$ cat config.mk
export PLATFORM = sky130hd
export DESIGN_NAME = gptm_top
export DESIGN_NICKNAME = d
export VERILOG_FILES = /design/src/gptm_pkg.sv /design/src/gptm_top.sv
export SDC_FILE = /design/constraint.sdc
export NUM_CORES = 1
export LEC_CHECK = 0
export ABC_CLOCK_PERIOD_IN_PS = 6900
export BUFFER_PORTS_ARGS = -buffer_cell sky130_fd_sc_hd__buf_2
export CELL_PAD_IN_SITES_DETAIL_PLACEMENT = 2
export CELL_PAD_IN_SITES_GLOBAL_PLACEMENT = 2
export CORE_MARGIN = 1
export CORE_UTILIZATION = 43
export DETAILED_ROUTE_END_ITERATION = 8
export PLACE_DENSITY_LB_ADDON = 0.1
export SLEW_MARGIN = 25
export SYNTH_ARGS = -nofsm -noshare
export SYNTH_HDL_FRONTEND = slang
export SYNTH_SLANG_ARGS = --single-unit
$ cat constraint.sdc
create_clock -name clk -period 6.9 [get_ports clk]
set_clock_uncertainty 0.05 [all_clocks]
set_input_delay 1.035 -clock clk [delete_from_list [all_inputs] [get_ports clk]]
set_output_delay 1.035 -clock clk [all_outputs]
set_load 0.05 [all_outputs]
$ cat src/gptm_pkg.sv
/*
  Shared constants and types of the three-timer block: register
  offsets, reset values, base sampling figures, mode codes and the
  packed carriers for the control word and the register port.
  Assumes nothing of its surroundings.
*/
`default_nettype none
package gptm_pkg;
  localparam int GPTM_N = 3;
  localparam int GPTM_AUX1 = 0;
  localparam int GPTM_CORE = 1;
  localparam int GPTM_AUX2 = 2;
  // word offsets on the register port
  localparam logic [3:0] GPTM_CTL0 = 4'h0;
  localparam logic [3:0] GPTM_CNT0 = 4'h3;
  localparam logic [3:0] GPTM_STAT = 4'h6;
  // reset values
  localparam logic [15:0] GPTM_CTL_RST = 16'h0000;
  localparam logic [15:0] GPTM_CNT_RST = 16'h0000;
  // cycles per input sample, and the tick phase of the prescaler
  localparam int GPTM_RES = 4;
  localparam logic [1:0] GPTM_TICK = 2'h3;
  localparam int GPTM_PRE_W = 10;

  typedef enum logic [2:0] {
    GPTM_TIMER,
    GPTM_COUNTER,
    GPTM_GATED,
    GPTM_INCR,
    GPTM_RELOAD,
    GPTM_CAPTURE
  } gptm_mode_t;

  // per-timer control word
  typedef struct packed {
    logic [4:0] rsv;
    logic lat_oe;
    logic gate_hi;
    logic ext_dir;
    logic down;
    logic run;
    logic [2:0] sel;
    gptm_mode_t mode;
  } gptm_ctl_t;

  // register port request
  typedef struct packed {
    logic [3:0] addr;
    logic [15:0] wdata;
    logic wr;
    logic rd;
  } gptm_bus_t;
endpackage
`default_nettype wire

$ cat src/gptm_top.sv
/*
  Three 16-bit timers: one core timer with a toggle latch and two
  auxiliary timers that count or act as capture/reload registers.
  Assumes pins are asynchronous to clk and a register master that
  keeps strobes one cycle long and never both at once.
*/
`timescale 1ns/100ps
`default_nettype none
// Function
// - three independent 16-bit timers, chainable within the block
// - each timer picks timer, gated, counter or incremental mode
// - timer mode counts system clock through a programmable prescaler
// - counter mode counts external edges on the timer's own pin
// - gated mode counts prescaled ticks only while the gate level holds
// - each timer owns one input pin, used as gate or count clock
// - finest resolution is one count per four system clocks
// - direction set by software, optionally altered by direction pin
// - incremental mode derives count and direction from phases A and B
// - toggle latch flips on each core overflow and underflow in a cycle without a status write
// - toggle latch can drive a dedicated output pin
// - toggle latch can clock both auxiliary timers
// - auxiliary timers can act as capture or reload registers
// - an auxiliary timer in capture or reload role does not count
// - capture loads the core value on the auxiliary pin's edge
// - reload loads the core from an auxiliary on pin or latch edge
// - opposite latch edges reloading from both auxiliaries make PWM
// - timers chain to measure intervals beyond sixteen bits
module gptm_top #(
  parameter int PRE_W = gptm_pkg::GPTM_PRE_W
) (
  input wire logic clk,
  input wire logic sys_rst,
  input wire logic ce,
  input wire gptm_pkg::gptm_bus_t bus,
  output logic [15:0] rd_data,
  input wire logic [2:0] timer_input_pin,
  input wire logic [2:0] direction_input_pin,
  output logic toggle_output_pin
);

  // edge select: bit0 rising, bit1 falling
  function automatic logic edge_hit(input logic [1:0] s, input logic r,
                                    input logic f);
    return (s[0] & r) | (s[1] & f);
  endfunction

  // prescaler hit every GPTM_RES << ps cycles
  function automatic logic pre_hit(input logic [PRE_W-1:0] c,
                                   input logic [2:0] ps);
    logic [PRE_W-1:0] m;
    m = (PRE_W'(gptm_pkg::GPTM_RES) << ps) - PRE_W'(1);
    return &(c | ~m);
  endfunction

  gptm_pkg::gptm_ctl_t ctl [3];
  logic [15:0] cnt [3];
  logic [15:0] next_cnt [3];
  logic [15:0] step [3];
  logic [2:0] in_q1, in_q2, in_s, in_p;
  logic [2:0] dir_q1, dir_q2, dir_s, dir_p;
  logic [PRE_W-1:0] pre_cnt;
  logic smp_q, smp_v, tick;
  logic lat, lat_p, lat_r, lat_f, next_lat;
  logic [2:0] en_v, dn_v, ovf, unf, rl, cap, wr_cnt, wr_ctl;
  logic wr_stat, core_ld;
  logic [15:0] core_src, rd_mux, stat_word;

  // base tick every four cycles, samples valid the cycle after
  assign tick = ce & (pre_cnt[1:0] == gptm_pkg::GPTM_TICK);
  assign smp_v = smp_q & ce;

  // two-stage synchronisers, then sampling on the base tick
  always_ff @(posedge clk) begin
    if (sys_rst) begin
      in_q1 <= 3'h0;
      in_q2 <= 3'h0;
      dir_q1 <= 3'h0;
      dir_q2 <= 3'h0;
      in_s <= 3'h0;
      in_p <= 3'h0;
      dir_s <= 3'h0;
      dir_p <= 3'h0;
      smp_q <= 1'b0;
      pre_cnt <= '0;
    end else if (ce) begin
      in_q1 <= timer_input_pin;
      in_q2 <= in_q1;
      dir_q1 <= direction_input_pin;
      dir_q2 <= dir_q1;
      smp_q <= tick;
      pre_cnt <= pre_cnt + PRE_W'(1);
      if (tick) begin
        in_s <= in_q2;
        in_p <= in_s;
        dir_s <= dir_q2;
        dir_p <= dir_s;
      end
    end
  end

  // toggle latch edges for aux clocking and reload triggers
  assign lat_r = ce & lat & ~lat_p;
  assign lat_f = ce & ~lat & lat_p;

  // per-timer mode decode and count step
  genvar gi;
  for (gi = 0; gi < gptm_pkg::GPTM_N; gi++) begin : g_tmr
    gptm_pkg::gptm_ctl_t c;
    logic pin_r, pin_f, q_ev, q_up, src_ev, aux;
    assign c = ctl[gi];
    assign aux = (gi != gptm_pkg::GPTM_CORE);
    assign pin_r = smp_v & in_s[gi] & ~in_p[gi];
    assign pin_f = smp_v & ~in_s[gi] & in_p[gi];
    // exactly one phase moved: one quadrature step
    assign q_ev = smp_v & ((in_s[gi] ^ in_p[gi]) ^ (dir_s[gi] ^ dir_p[gi]));
    assign q_up = in_p[gi] ^ dir_s[gi];
    // count source: own pin, or the latch for an auxiliary timer
    assign src_ev = (c.sel[2] && aux) ? edge_hit(c.sel[1:0], lat_r, lat_f)
                                      : edge_hit(c.sel[1:0], pin_r, pin_f);
    assign dn_v[gi] = (c.mode == gptm_pkg::GPTM_INCR) ? (~q_up ^ c.down)
                      : (c.down ^ (c.ext_dir & dir_s[gi]));
    // count enable per mode; roles and unknown codes stop the count
    assign en_v[gi] = ce & c.run & (
      (c.mode == gptm_pkg::GPTM_TIMER) ? pre_hit(pre_cnt, c.sel) :
      (c.mode == gptm_pkg::GPTM_GATED) ?
        (pre_hit(pre_cnt, c.sel) & (in_s[gi] == c.gate_hi)) :
      (c.mode == gptm_pkg::GPTM_COUNTER) ? src_ev :
      (c.mode == gptm_pkg::GPTM_INCR) ? q_ev : 1'b0);
    assign step[gi] = dn_v[gi] ? cnt[gi] - 16'h0001 : cnt[gi] + 16'h0001;
    assign ovf[gi] = en_v[gi] & ~dn_v[gi] & (&cnt[gi]);
    assign unf[gi] = en_v[gi] & dn_v[gi] & ~(|cnt[gi]);
    // roles of an auxiliary timer
    assign rl[gi] = aux & (c.mode == gptm_pkg::GPTM_RELOAD) & src_ev;
    assign cap[gi] = aux & (c.mode == gptm_pkg::GPTM_CAPTURE)
                     & edge_hit(c.sel[1:0], pin_r, pin_f);
    assign wr_cnt[gi] = bus.wr & (bus.addr == gptm_pkg::GPTM_CNT0 + 4'(gi));
    assign wr_ctl[gi] = bus.wr & (bus.addr == gptm_pkg::GPTM_CTL0 + 4'(gi));
    // write beats reload or capture, which beat counting
    assign next_cnt[gi] = wr_cnt[gi] ? bus.wdata :
                          (!aux && core_ld) ? core_src :
                          cap[gi] ? cnt[gptm_pkg::GPTM_CORE] :
                          en_v[gi] ? step[gi] : cnt[gi];

    always_ff @(posedge clk) begin
      if (sys_rst) begin
        cnt[gi] <= gptm_pkg::GPTM_CNT_RST;
        ctl[gi] <= gptm_pkg::GPTM_CTL_RST;
      end else if (ce) begin
        cnt[gi] <= next_cnt[gi];
        if (wr_ctl[gi]) begin
          ctl[gi] <= bus.wdata;
        end
      end
    end
  end

  // core reload source, first auxiliary first
  assign core_ld = rl[gptm_pkg::GPTM_AUX1] | rl[gptm_pkg::GPTM_AUX2];
  assign core_src = rl[gptm_pkg::GPTM_AUX1] ? cnt[gptm_pkg::GPTM_AUX1]
                                            : cnt[gptm_pkg::GPTM_AUX2];

  // toggle latch: software preset, else flip on core wrap
  assign wr_stat = bus.wr & (bus.addr == gptm_pkg::GPTM_STAT);
  assign next_lat = wr_stat ? bus.wdata[0]
                  : lat ^ (ovf[gptm_pkg::GPTM_CORE] | unf[gptm_pkg::GPTM_CORE]);

  always_ff @(posedge clk) begin
    if (sys_rst) begin
      lat <= 1'b0;
      lat_p <= 1'b0;
      toggle_output_pin <= 1'b0;
    end else if (ce) begin
      lat <= next_lat;
      lat_p <= lat;
      toggle_output_pin <= lat & ctl[gptm_pkg::GPTM_CORE].lat_oe;
    end
  end

  // status: latch, effective directions, sampled pins
  assign stat_word = {6'h00, dir_s, in_s, dn_v, lat};

  // read selection
  always_comb begin
    if (bus.addr == gptm_pkg::GPTM_CTL0) begin
      rd_mux = ctl[0];
    end else if (bus.addr == gptm_pkg::GPTM_CTL0 + 4'h1) begin
      rd_mux = ctl[1];
    end else if (bus.addr == gptm_pkg::GPTM_CTL0 + 4'h2) begin
      rd_mux = ctl[2];
    end else if (bus.addr == gptm_pkg::GPTM_CNT0) begin
      rd_mux = cnt[0];
    end else if (bus.addr == gptm_pkg::GPTM_CNT0 + 4'h1) begin
      rd_mux = cnt[1];
    end else if (bus.addr == gptm_pkg::GPTM_CNT0 + 4'h2) begin
      rd_mux = cnt[2];
    end else if (bus.addr == gptm_pkg::GPTM_STAT) begin
      rd_mux = stat_word;
    end else begin
      rd_mux = 16'h0000;
    end
  end

  // read data stands only in the cycle after the strobe
  always_ff @(posedge clk) begin
    if (sys_rst) begin
      rd_data <= 16'h0000;
    end else if (ce) begin
      rd_data <= bus.rd ? rd_mux : 16'h0000;
    end
  end
endmodule
`default_nettype wire

Yosys cells after proc, flatten, opt, wreduce, memory -nomap -nowiden
Memories as Yosys holds them, arrays and structs flattened.
Index checks and enable logic that the tools add are counted.

cells by class
  add/subtract/negate cells = 10
  eq/ne operators = 23
  shift operators = 3
  muxes and demuxes = 62
  bitwise logic cells = 110
  reductions and logical operators = 10

operators with widths
  cell                                                 count
  two-way mux 16 bit                                   26
  bitwise AND 1 bit                                    59
  adder 16 x 1 -> 16 bit, second input constant        3
  subtractor 16 x 1 -> 16 bit, second input constant   3
  two-way mux 1 bit                                    35
  inverter 10 bit                                      3
  bitwise OR 10 bit                                    3
  AND reduction 10 bit                                 3
  << shifter 3 x 3 -> 10 bit, first input constant     3
  subtractor 10 x 2 -> 10 bit, second input constant   3
  bitwise XOR 1 bit                                    19
  equality test 3 x 2 -> 1 bit, second input constant  6
  AND reduction 16 bit                                 1
  OR reduction 16 bit                                  1
  inverter 1 bit                                       13
  bitwise OR 1 bit                                     13
  equality test 3 bit, second input constant           4
  equality test 4 x 3 -> 1 bit, second input constant  3
  adder 10 x 1 -> 10 bit, second input constant        1
  two-way mux 10 bit                                   1
  equality test 3 x 1 -> 1 bit, second input constant  3
  logical NOT 3 bit                                    3
  equality test 4 x 2 -> 1 bit, second input constant  2
  equality test 4 x 1 -> 1 bit, second input constant  1
  4 further kinds                                      6

word-level totals
  register bits = 54
  bits in writable memories = 96
  input port bits = 31
  output and inout bits = 17
  logic and storage cells = 234
  memories = 2

memory list
  memory  depth  width  read ports  clocked after memory_dff  wr ports  RTL line        RTL
  cnt     3      16     3           0                         3         gptm_top.sv:56  logic [15:0] cnt [3];
  ctl     3      16     3           0                         3         gptm_top.sv:55  gptm_pkg::gptm_ctl_t ctl [3];

Logic depth before layout (Yosys ltp)
Gate-level depths: netlist of run 1.
An unclocked memory read counts as a cell.

  depth after elaboration = 15
  depth in mapped cells = 13
  mapped depth without buffers = 12

Least setup slack after synthesis of run 1
Ideal clock, no wire load.

  path kind = register to register
  start = memory ctl[2][0] (netlist name)
  end = memory cnt[2][9] (data pin)
  library setup time = 0.167 ns
  data arrival time = 3.776 ns
  data required time = 6.683 ns
  path slack = 2.907 ns
  stages on the path, launching flop included = 14
  buffers on the path = 1
  clock period less this slack = 3.993 ns
  cell sequence = edfxtp_1 > clkbuf_1 > nand3b_1 > mux2_2 > a21oi_1 > xnor2_1 > ha_1 > a211o_1 > a2111oi_1 > o21ba_2 > nor2b_1 > o21ai_0 > mux2_2 > a211oi_1

RTL lines
  item         RTL line
  from (decl)  gptm_top.sv:55
  to (decl)    gptm_top.sv:56

==> impl_metrics.json, run 1 <==
{
  "cts_buffers": 17,
  "wl_per_cell_um": 30.2,
  "yosysTopAreaCell": "edfxtp_1",
  "yosys_warnings": 0,
  "ir_worst_vdd_uv": 180,
  "fin_nets": 1203,
  "drtPass1Iterations": 5,
  "worstSetupEndpointType": "flip-flop",
  "syn_area_sq_um": 10000,
  "p_leak_nw": 4.23,
  "vias": 9760,
  "h-tree-depth": 4,
  "synthCells": 1109,
  "num_rows": 55,
  "hpwl_um": 30300,
  "synth_ff_type": "edfxtp_1",
  "die_y_um": 155,
  "tritoncts": "built",
  "timing.fmax_mhz": 224,
  "synth_top_cells_by_count": "114 x nand2_1, 102 x nor2_1, 96 x edfxtp_1",
  "grt_usage_pct": 36.6,
  "start_util_pct": 44.1,
  "ant_nets": 0,
  "critPathKind": "reg2reg",
  "io_buffers": 47,
  "critical_path_required_ns": 7.01,
  "cap_violations": 0,
  "finalWirelength_um": 43000,
  "status": "complete, no violations",
  "synth.most_common_cell": "nand2_1",
  "holdCritStartpoint": "rd_data[15]",
  "clock_sinks": 149,
  "grt_overflow": 0,
  "min_path_type": "reg2reg",
  "fin_tns_setup_ns": 0,
  "ys_seq_area_share_pct": 39.4,
  "synth-async-reset-ratio_pct": 0,
  "synth_cell_type_count": 76,
  "antenna_found_initial": 2,
  "pin_count": 48,
  "drive_gt1_share_pct": 10.3,
  "cts_resized": 0,
  "setup_viol": 0,
  "clk_pin_slew_ns": 0.07,
  "fin_crit_ns": 4.46,
  "gp_congestion": 0.931,
  "dieArea_sq_um": 23900,
  "drt_iter0_drc": 962,
  "chipWidth_um": 155,
  "hold_violations": 0,
  "grt_setup_unrepaired": "no",
  "arrival_ns": 4.56,
  "maxSlewHeadroom_pct": 29.3,
  "worstMarginPinSlew_ns": 1.06,
  "synth.avg_cell_area_sq_um": 9.02,
  "cts_root_buffer": "clkbuf_16",
  "crit_path_start_kind": "flip-flop",
  "syn_nets": 1186,
  "power_mw": 2.74,
  "clk_latency_ns": 0.44,
  "synth_edf_count": 96,
  "synthTopCellsByArea": "edfxtp_1 29%, dfxtp_1 11%, ha_1 5.4%",
  "n_antenna_cell": 0,
  "cts_setup_buffers": 0,
  "core-area_sq_um": 22700,
  "grt_max_degree": 45,
  "synth.top_cell.area_share_pct": 28.8,
  "grt_pass1_vias": 10077,
  "timing.final.crit_share_pct": 64.6,
  "clock_path_buffers": 2,
  "cts_hold_buf": 0,
  "drc": 0,
  "critPathLaunch": "ctl[1][1]",
  "drt-vias-per-instance": 6.85,
  "ys_seq_elements": 149,
  "cp_max_fo": 17,
  "drv_slew": 0,
  "grt_pass1_wl_um": 64300,
  "rr_startpoint": "ctl[1][1]",
  "powerDensity_nw_per_um2": 247,
  "area_delta_synth_final_pct": 10.9
}
[routing by layer]
layer / vias to the layer above / GRT usage (%) / wire length (um) / part of all wire (%)
met5: - / 0 / 9 / 0.021
met4: 2 / 19.6 / 2400 / 5.6
met3: 162 / 7.76 / 3450 / 8.0
met2: 468 / 59.6 / 19800 / 46
met1: 4951 / 45.4 / 17300 / 40
li1: 4177 / - / - / -
[flip-flops by register name, summed over array words and instances, names as in the netlist]
name and cells:
cnt 48, ctl 48, rd_data 16, pre_cnt 9, dir_p 3, dir_q1 3, dir_q2 3, dir_s 3
in_p 3, in_q1 3, in_q2 3, in_s 3, lat 1, lat_p 1, smp_q 1, toggle_output_pin 1
[layout by cell type, fill, tap and decap left out, types with 10 or more instances in the layout]
cell type / instances
inv_1: 15
mux2i_1: 52
nand3_1: 21
buf_2: 47
a21o_1: 18
xnor2_1: 30
a31oi_1: 14
xor2_1: 23
buf_4: 17
o221ai_1: 10
clkbuf_16: 17
nor2_1: 100
ha_1: 43
o211ai_1: 23
edfxtp_1: 96
nor3_1: 27
and2_1: 55
dfxtp_1: 53
a21oi_1: 80
o21ai_0: 77
a211oi_1: 25
nand2_1: 113
a221oi_1: 16
[final cells by class]
cell class	count	area (sq um)
well taps	285	357
fillers	2447	11600
inverters	15	56.3
multi-input cells	879	5760
clock buffers	18	429
clock inverters	14	188
flip-flops and latches	149	3940
repair buffers	64	363
[worst paths after layout]
path / end / slack [ns] / cells past startpoint
min reg2reg: rd_data[15] / 0.39 / 2
max: cnt[1][14] / 2.44 / 12
max reg2reg: cnt[1][14] / 2.44 / 12
min: rd_data[15] / 0.39 / 2
[metrics by stage]
step	cells	setup WS, ns	cell area, sq um	util, %	hold slack (ns)
2_1_floorplan	1109	2.91	10000	-	0.381
3_3_place_gp	1392	2.68	10500	46.1	0.370
3_5_place_dp	1392	2.59	10500	46.2	0.380
4_1_cts	1424	2.55	11100	48.9	0.391
5_1_grt	1424	2.14	11100	48.9	0.410
6_report	1424	2.44	11100	48.9	0.386
[critical path, stage by stage (launching register included)]
cell      delay (ns)
edfxtp_1        0.50
and3b_1         0.32
and4_1          0.24
a311oi_2        0.28
and2_1          0.80
ha_1            0.37
o21ai_0         0.16
a21o_1          0.21
o211a_1         0.24
nor4_1          0.55
o31ai_1         0.18
nand3_1         0.13
a41oi_1         0.13
[kinds of logic after synthesis]
kind of cell | count (synthesis) | synth area share (%)
AO/OA/AOI/OAI | 331 | 21.6
XOR/XNOR | 54 | 4.86
adder cells (fa/ha/maj) | 46 | 5.98
buffers and inverters | 81 | 3.30
flip-flops | 149 | 39.4
multiplexers | 56 | 5.65
AND/OR/NAND/NOR | 392 | 19.2
[power breakdown]
group          switching (mW)  internal (mW)
Sequential             0.0992           1.01
Combinational           0.388          0.243
Clock                   0.449          0.553
Total                   0.936           1.81
Power figures use the tool's default switching activity.
==> run 2: changes to the inputs <==
--- a/config.mk
+++ b/config.mk
@@ -5,12 +5,12 @@
 export SDC_FILE = /design/constraint.sdc
 export NUM_CORES = 1
 export LEC_CHECK = 0
-export ABC_CLOCK_PERIOD_IN_PS = 6900
+export ABC_CLOCK_PERIOD_IN_PS = 4100
 export BUFFER_PORTS_ARGS = -buffer_cell sky130_fd_sc_hd__buf_2
 export CELL_PAD_IN_SITES_DETAIL_PLACEMENT = 2
 export CELL_PAD_IN_SITES_GLOBAL_PLACEMENT = 2
 export CORE_MARGIN = 1
-export CORE_UTILIZATION = 43
+export CORE_UTILIZATION = 36
 export DETAILED_ROUTE_END_ITERATION = 8
 export PLACE_DENSITY_LB_ADDON = 0.1
 export SLEW_MARGIN = 25
==> constraint.sdc (replaced) <==
create_clock -name clk -period 4.1 [get_ports clk]
set_clock_uncertainty 0.05 [all_clocks]
set_input_delay 0.615 -clock clk [delete_from_list [all_inputs] [get_ports clk]]
set_output_delay 0.615 -clock clk [all_outputs]
set_load 0.05 [all_outputs]
==> impl_metrics.json, run 2 (same netlist as run 1, synthesis figures left out) <==
{
  "final_core_util_pct": 42.3,
  "setup_viol": 0,
  "clock_sinks": 149,
  "regArea_sq_um": 3940,
  "clk_pin_slew_ns": 0.08,
  "grt_usage_pct": 30.5,
  "grt_max_degree": 38,
  "grt_overflow": 0,
  "p_comb_share_pct": 23.7,
  "grt_pass1_wl_um": 63800,
  "chipWidth_um": 169,
  "timing.fmax_mhz": 255,
  "grt_pass1_vias": 9732,
  "vias": 9462,
  "cp_max_fo": 9,
  "ir_worst_vdd_uv": 279,
  "reg.largest.list": "cnt: 48 flops, ctl: 48 flops, rd_data: 16 flops",
  "critical_path.slowest_cell": "or4_1",
  "finalWirelength_um": 42300,
  "power.switching_mw": 1.57,
  "pin_count": 48,
  "gp_congestion": 0.874,
  "swShare_pct": 33.9,
  "worstMarginPinSlew_ns": 0.893,
  "wl_per_cell_um": 27.5,
  "hold_violations": 0,
  "cts_hold_buf": 0,
  "cts_root_buffer": "clkbuf_16",
  "clock_path_buffers": 2,
  "critPathKind": "reg2reg",
  "grt_setup_unrepaired": "no",
  "critPathTopFamily": "simple AND/OR/NAND/NOR gates",
  "drc": 0,
  "p_leak_nw": 4.39,
  "start_util_pct": 36.9,
  "final_common_cell": "nand2_1",
  "die_y_um": 169,
  "powerDensity_nw_per_um2": 404,
  "io_buffers": 47,
  "worstSetupEndpointType": "flip-flop",
  "drtPass1Iterations": 5,
  "cts_buffers": 17,
  "core-area_sq_um": 27100,
  "fin_tns_setup_ns": 0,
  "worstPathCellList": "and3b_1 -> nor2_1 -> a311oi_2 -> and2_2 -> buf_4 -> ha_1 -> a211oi_1 -> a21o_1 -> o211a_1 -> nor4_1 -> or4_1 -> nand3_1 -> a41oi_1",
  "seqPwrFrac_pct": 39.8,
  "multiInputGateArea_sq_um": 5790,
  "timing.final.crit_share_pct": 95.6,
  "status": "complete, no violations",
  "min_path_type": "in2reg",
  "fin_nets": 1232,
  "antenna_found_initial": 2,
  "fin_crit_ns": 3.92,
  "hpwl_um": 31100,
  "clk_latency_ns": 0.44,
  "drv_slew": 0,
  "crit_buf_inv": 1,
  "drive_gt1_share_pct": 12.9,
  "ant_nets": 0,
  "cts_resized": 1,
  "area_delta_synth_final_pct": 14.6,
  "drt-vias-per-instance": 6.14,
  "layout_common_cells": "114 x nand2_1, 100 x nor2_1, 96 x edfxtp_1, 80 x a21oi_1, 76 x o21ai_0",
  "cap_violations": 0,
  "cts_setup_buffers": 0,
  "dieArea_sq_um": 28500,
  "num_rows": 60,
  "tritoncts": "built",
  "h-tree-depth": 4,
  "p_clk_share_pct": 36.5,
  "max_stage_delay_ns": 0.48,
  "power.internal_mw": 3.06,
  "critical_path_required_ns": 4.21,
  "crit_path_start_kind": "flip-flop",
  "fillerInstances": 3001,
  "drt_iter0_drc": 702,
  "arrival_ns": 4.03,
  "maxSlewHeadroom_pct": 38.9
}
[run 2: final timing paths]
kind                                              from     endpoint  slack, ns  cells after the start
worst max-delay path                         ctl[1][2]   cnt[1][14]       0.18                     13
worst max register to register               ctl[1][2]   cnt[1][14]       0.18                     13
worst min register to register             rd_data[15]  rd_data[15]       0.39                      2
worst min-delay path            direction_input_pin[1]    dir_q1[1]       0.36                      3
[run 2: power groups by stage]
| stage | Sequential [mW] | Combinational [mW] | Clock [mW] |
|---|---|---|---|
| floorplan | 1.80 | 0.729 | 0 |
| global placement | 1.87 | 1.03 | 0 |
| detailed placement | 1.87 | 1.06 | 0 |
| CTS | 1.84 | 1.08 | 1.71 |
| global route | 1.85 | 1.20 | 1.76 |
| finish | 1.84 | 1.10 | 1.69 |
[run 2: per-stage QoR]
| step | setup WS (ns) | hold WS (ns) | instances | power, mW | instance area (sq um) |
|---|---|---|---|---|---|
| floorplan | 0.107 | 0.381 | 1109 | 2.53 | 10000 |
| global placement | 0.222 | 0.371 | 1508 | 2.90 | 10800 |
| detailed placement | 0.00570 | 0.384 | 1508 | 2.94 | 10800 |
| CTS | 0.0782 | 0.348 | 1540 | 4.63 | 11400 |
| global route | 0.00999 | 0.367 | 1540 | 4.81 | 11500 |
| finish | 0.182 | 0.361 | 1542 | 4.63 | 11500 |
[run 2: worst register-to-register path: stages, from the launching register on]
cell	delay [ns]
edfxtp_1	0.45
and3b_1	0.39
nor2_1	0.11
a311oi_2	0.37
and2_2	0.33
buf_4	0.22
ha_1	0.30
a211oi_1	0.24
a21o_1	0.19
o211a_1	0.21
nor4_1	0.09
or4_1	0.48
nand3_1	0.12
a41oi_1	0.12
[run 2: per-layer routing]
metal	global-route usage (%)	up-vias	routed length (um)
met5	0	-	0
met4	10.6	0	1310
met3	4.96	70	2480
met2	49.5	315	19700
met1	40.9	4841	18800
li1	-	4236	-
[run 2: cell type report]
cell class                      instances  share of cell area, %
Multi-Input combinational cell        879                   50.5
Antenna cell                            2                 0.0436
Inverter                               15                  0.491
Tap cell                              372                   4.06
Clock buffer                           17                   3.71
Timing Repair Buffer                   93                   5.17
Clock inverter                         15                   1.64
Sequential cell                       149                   34.4
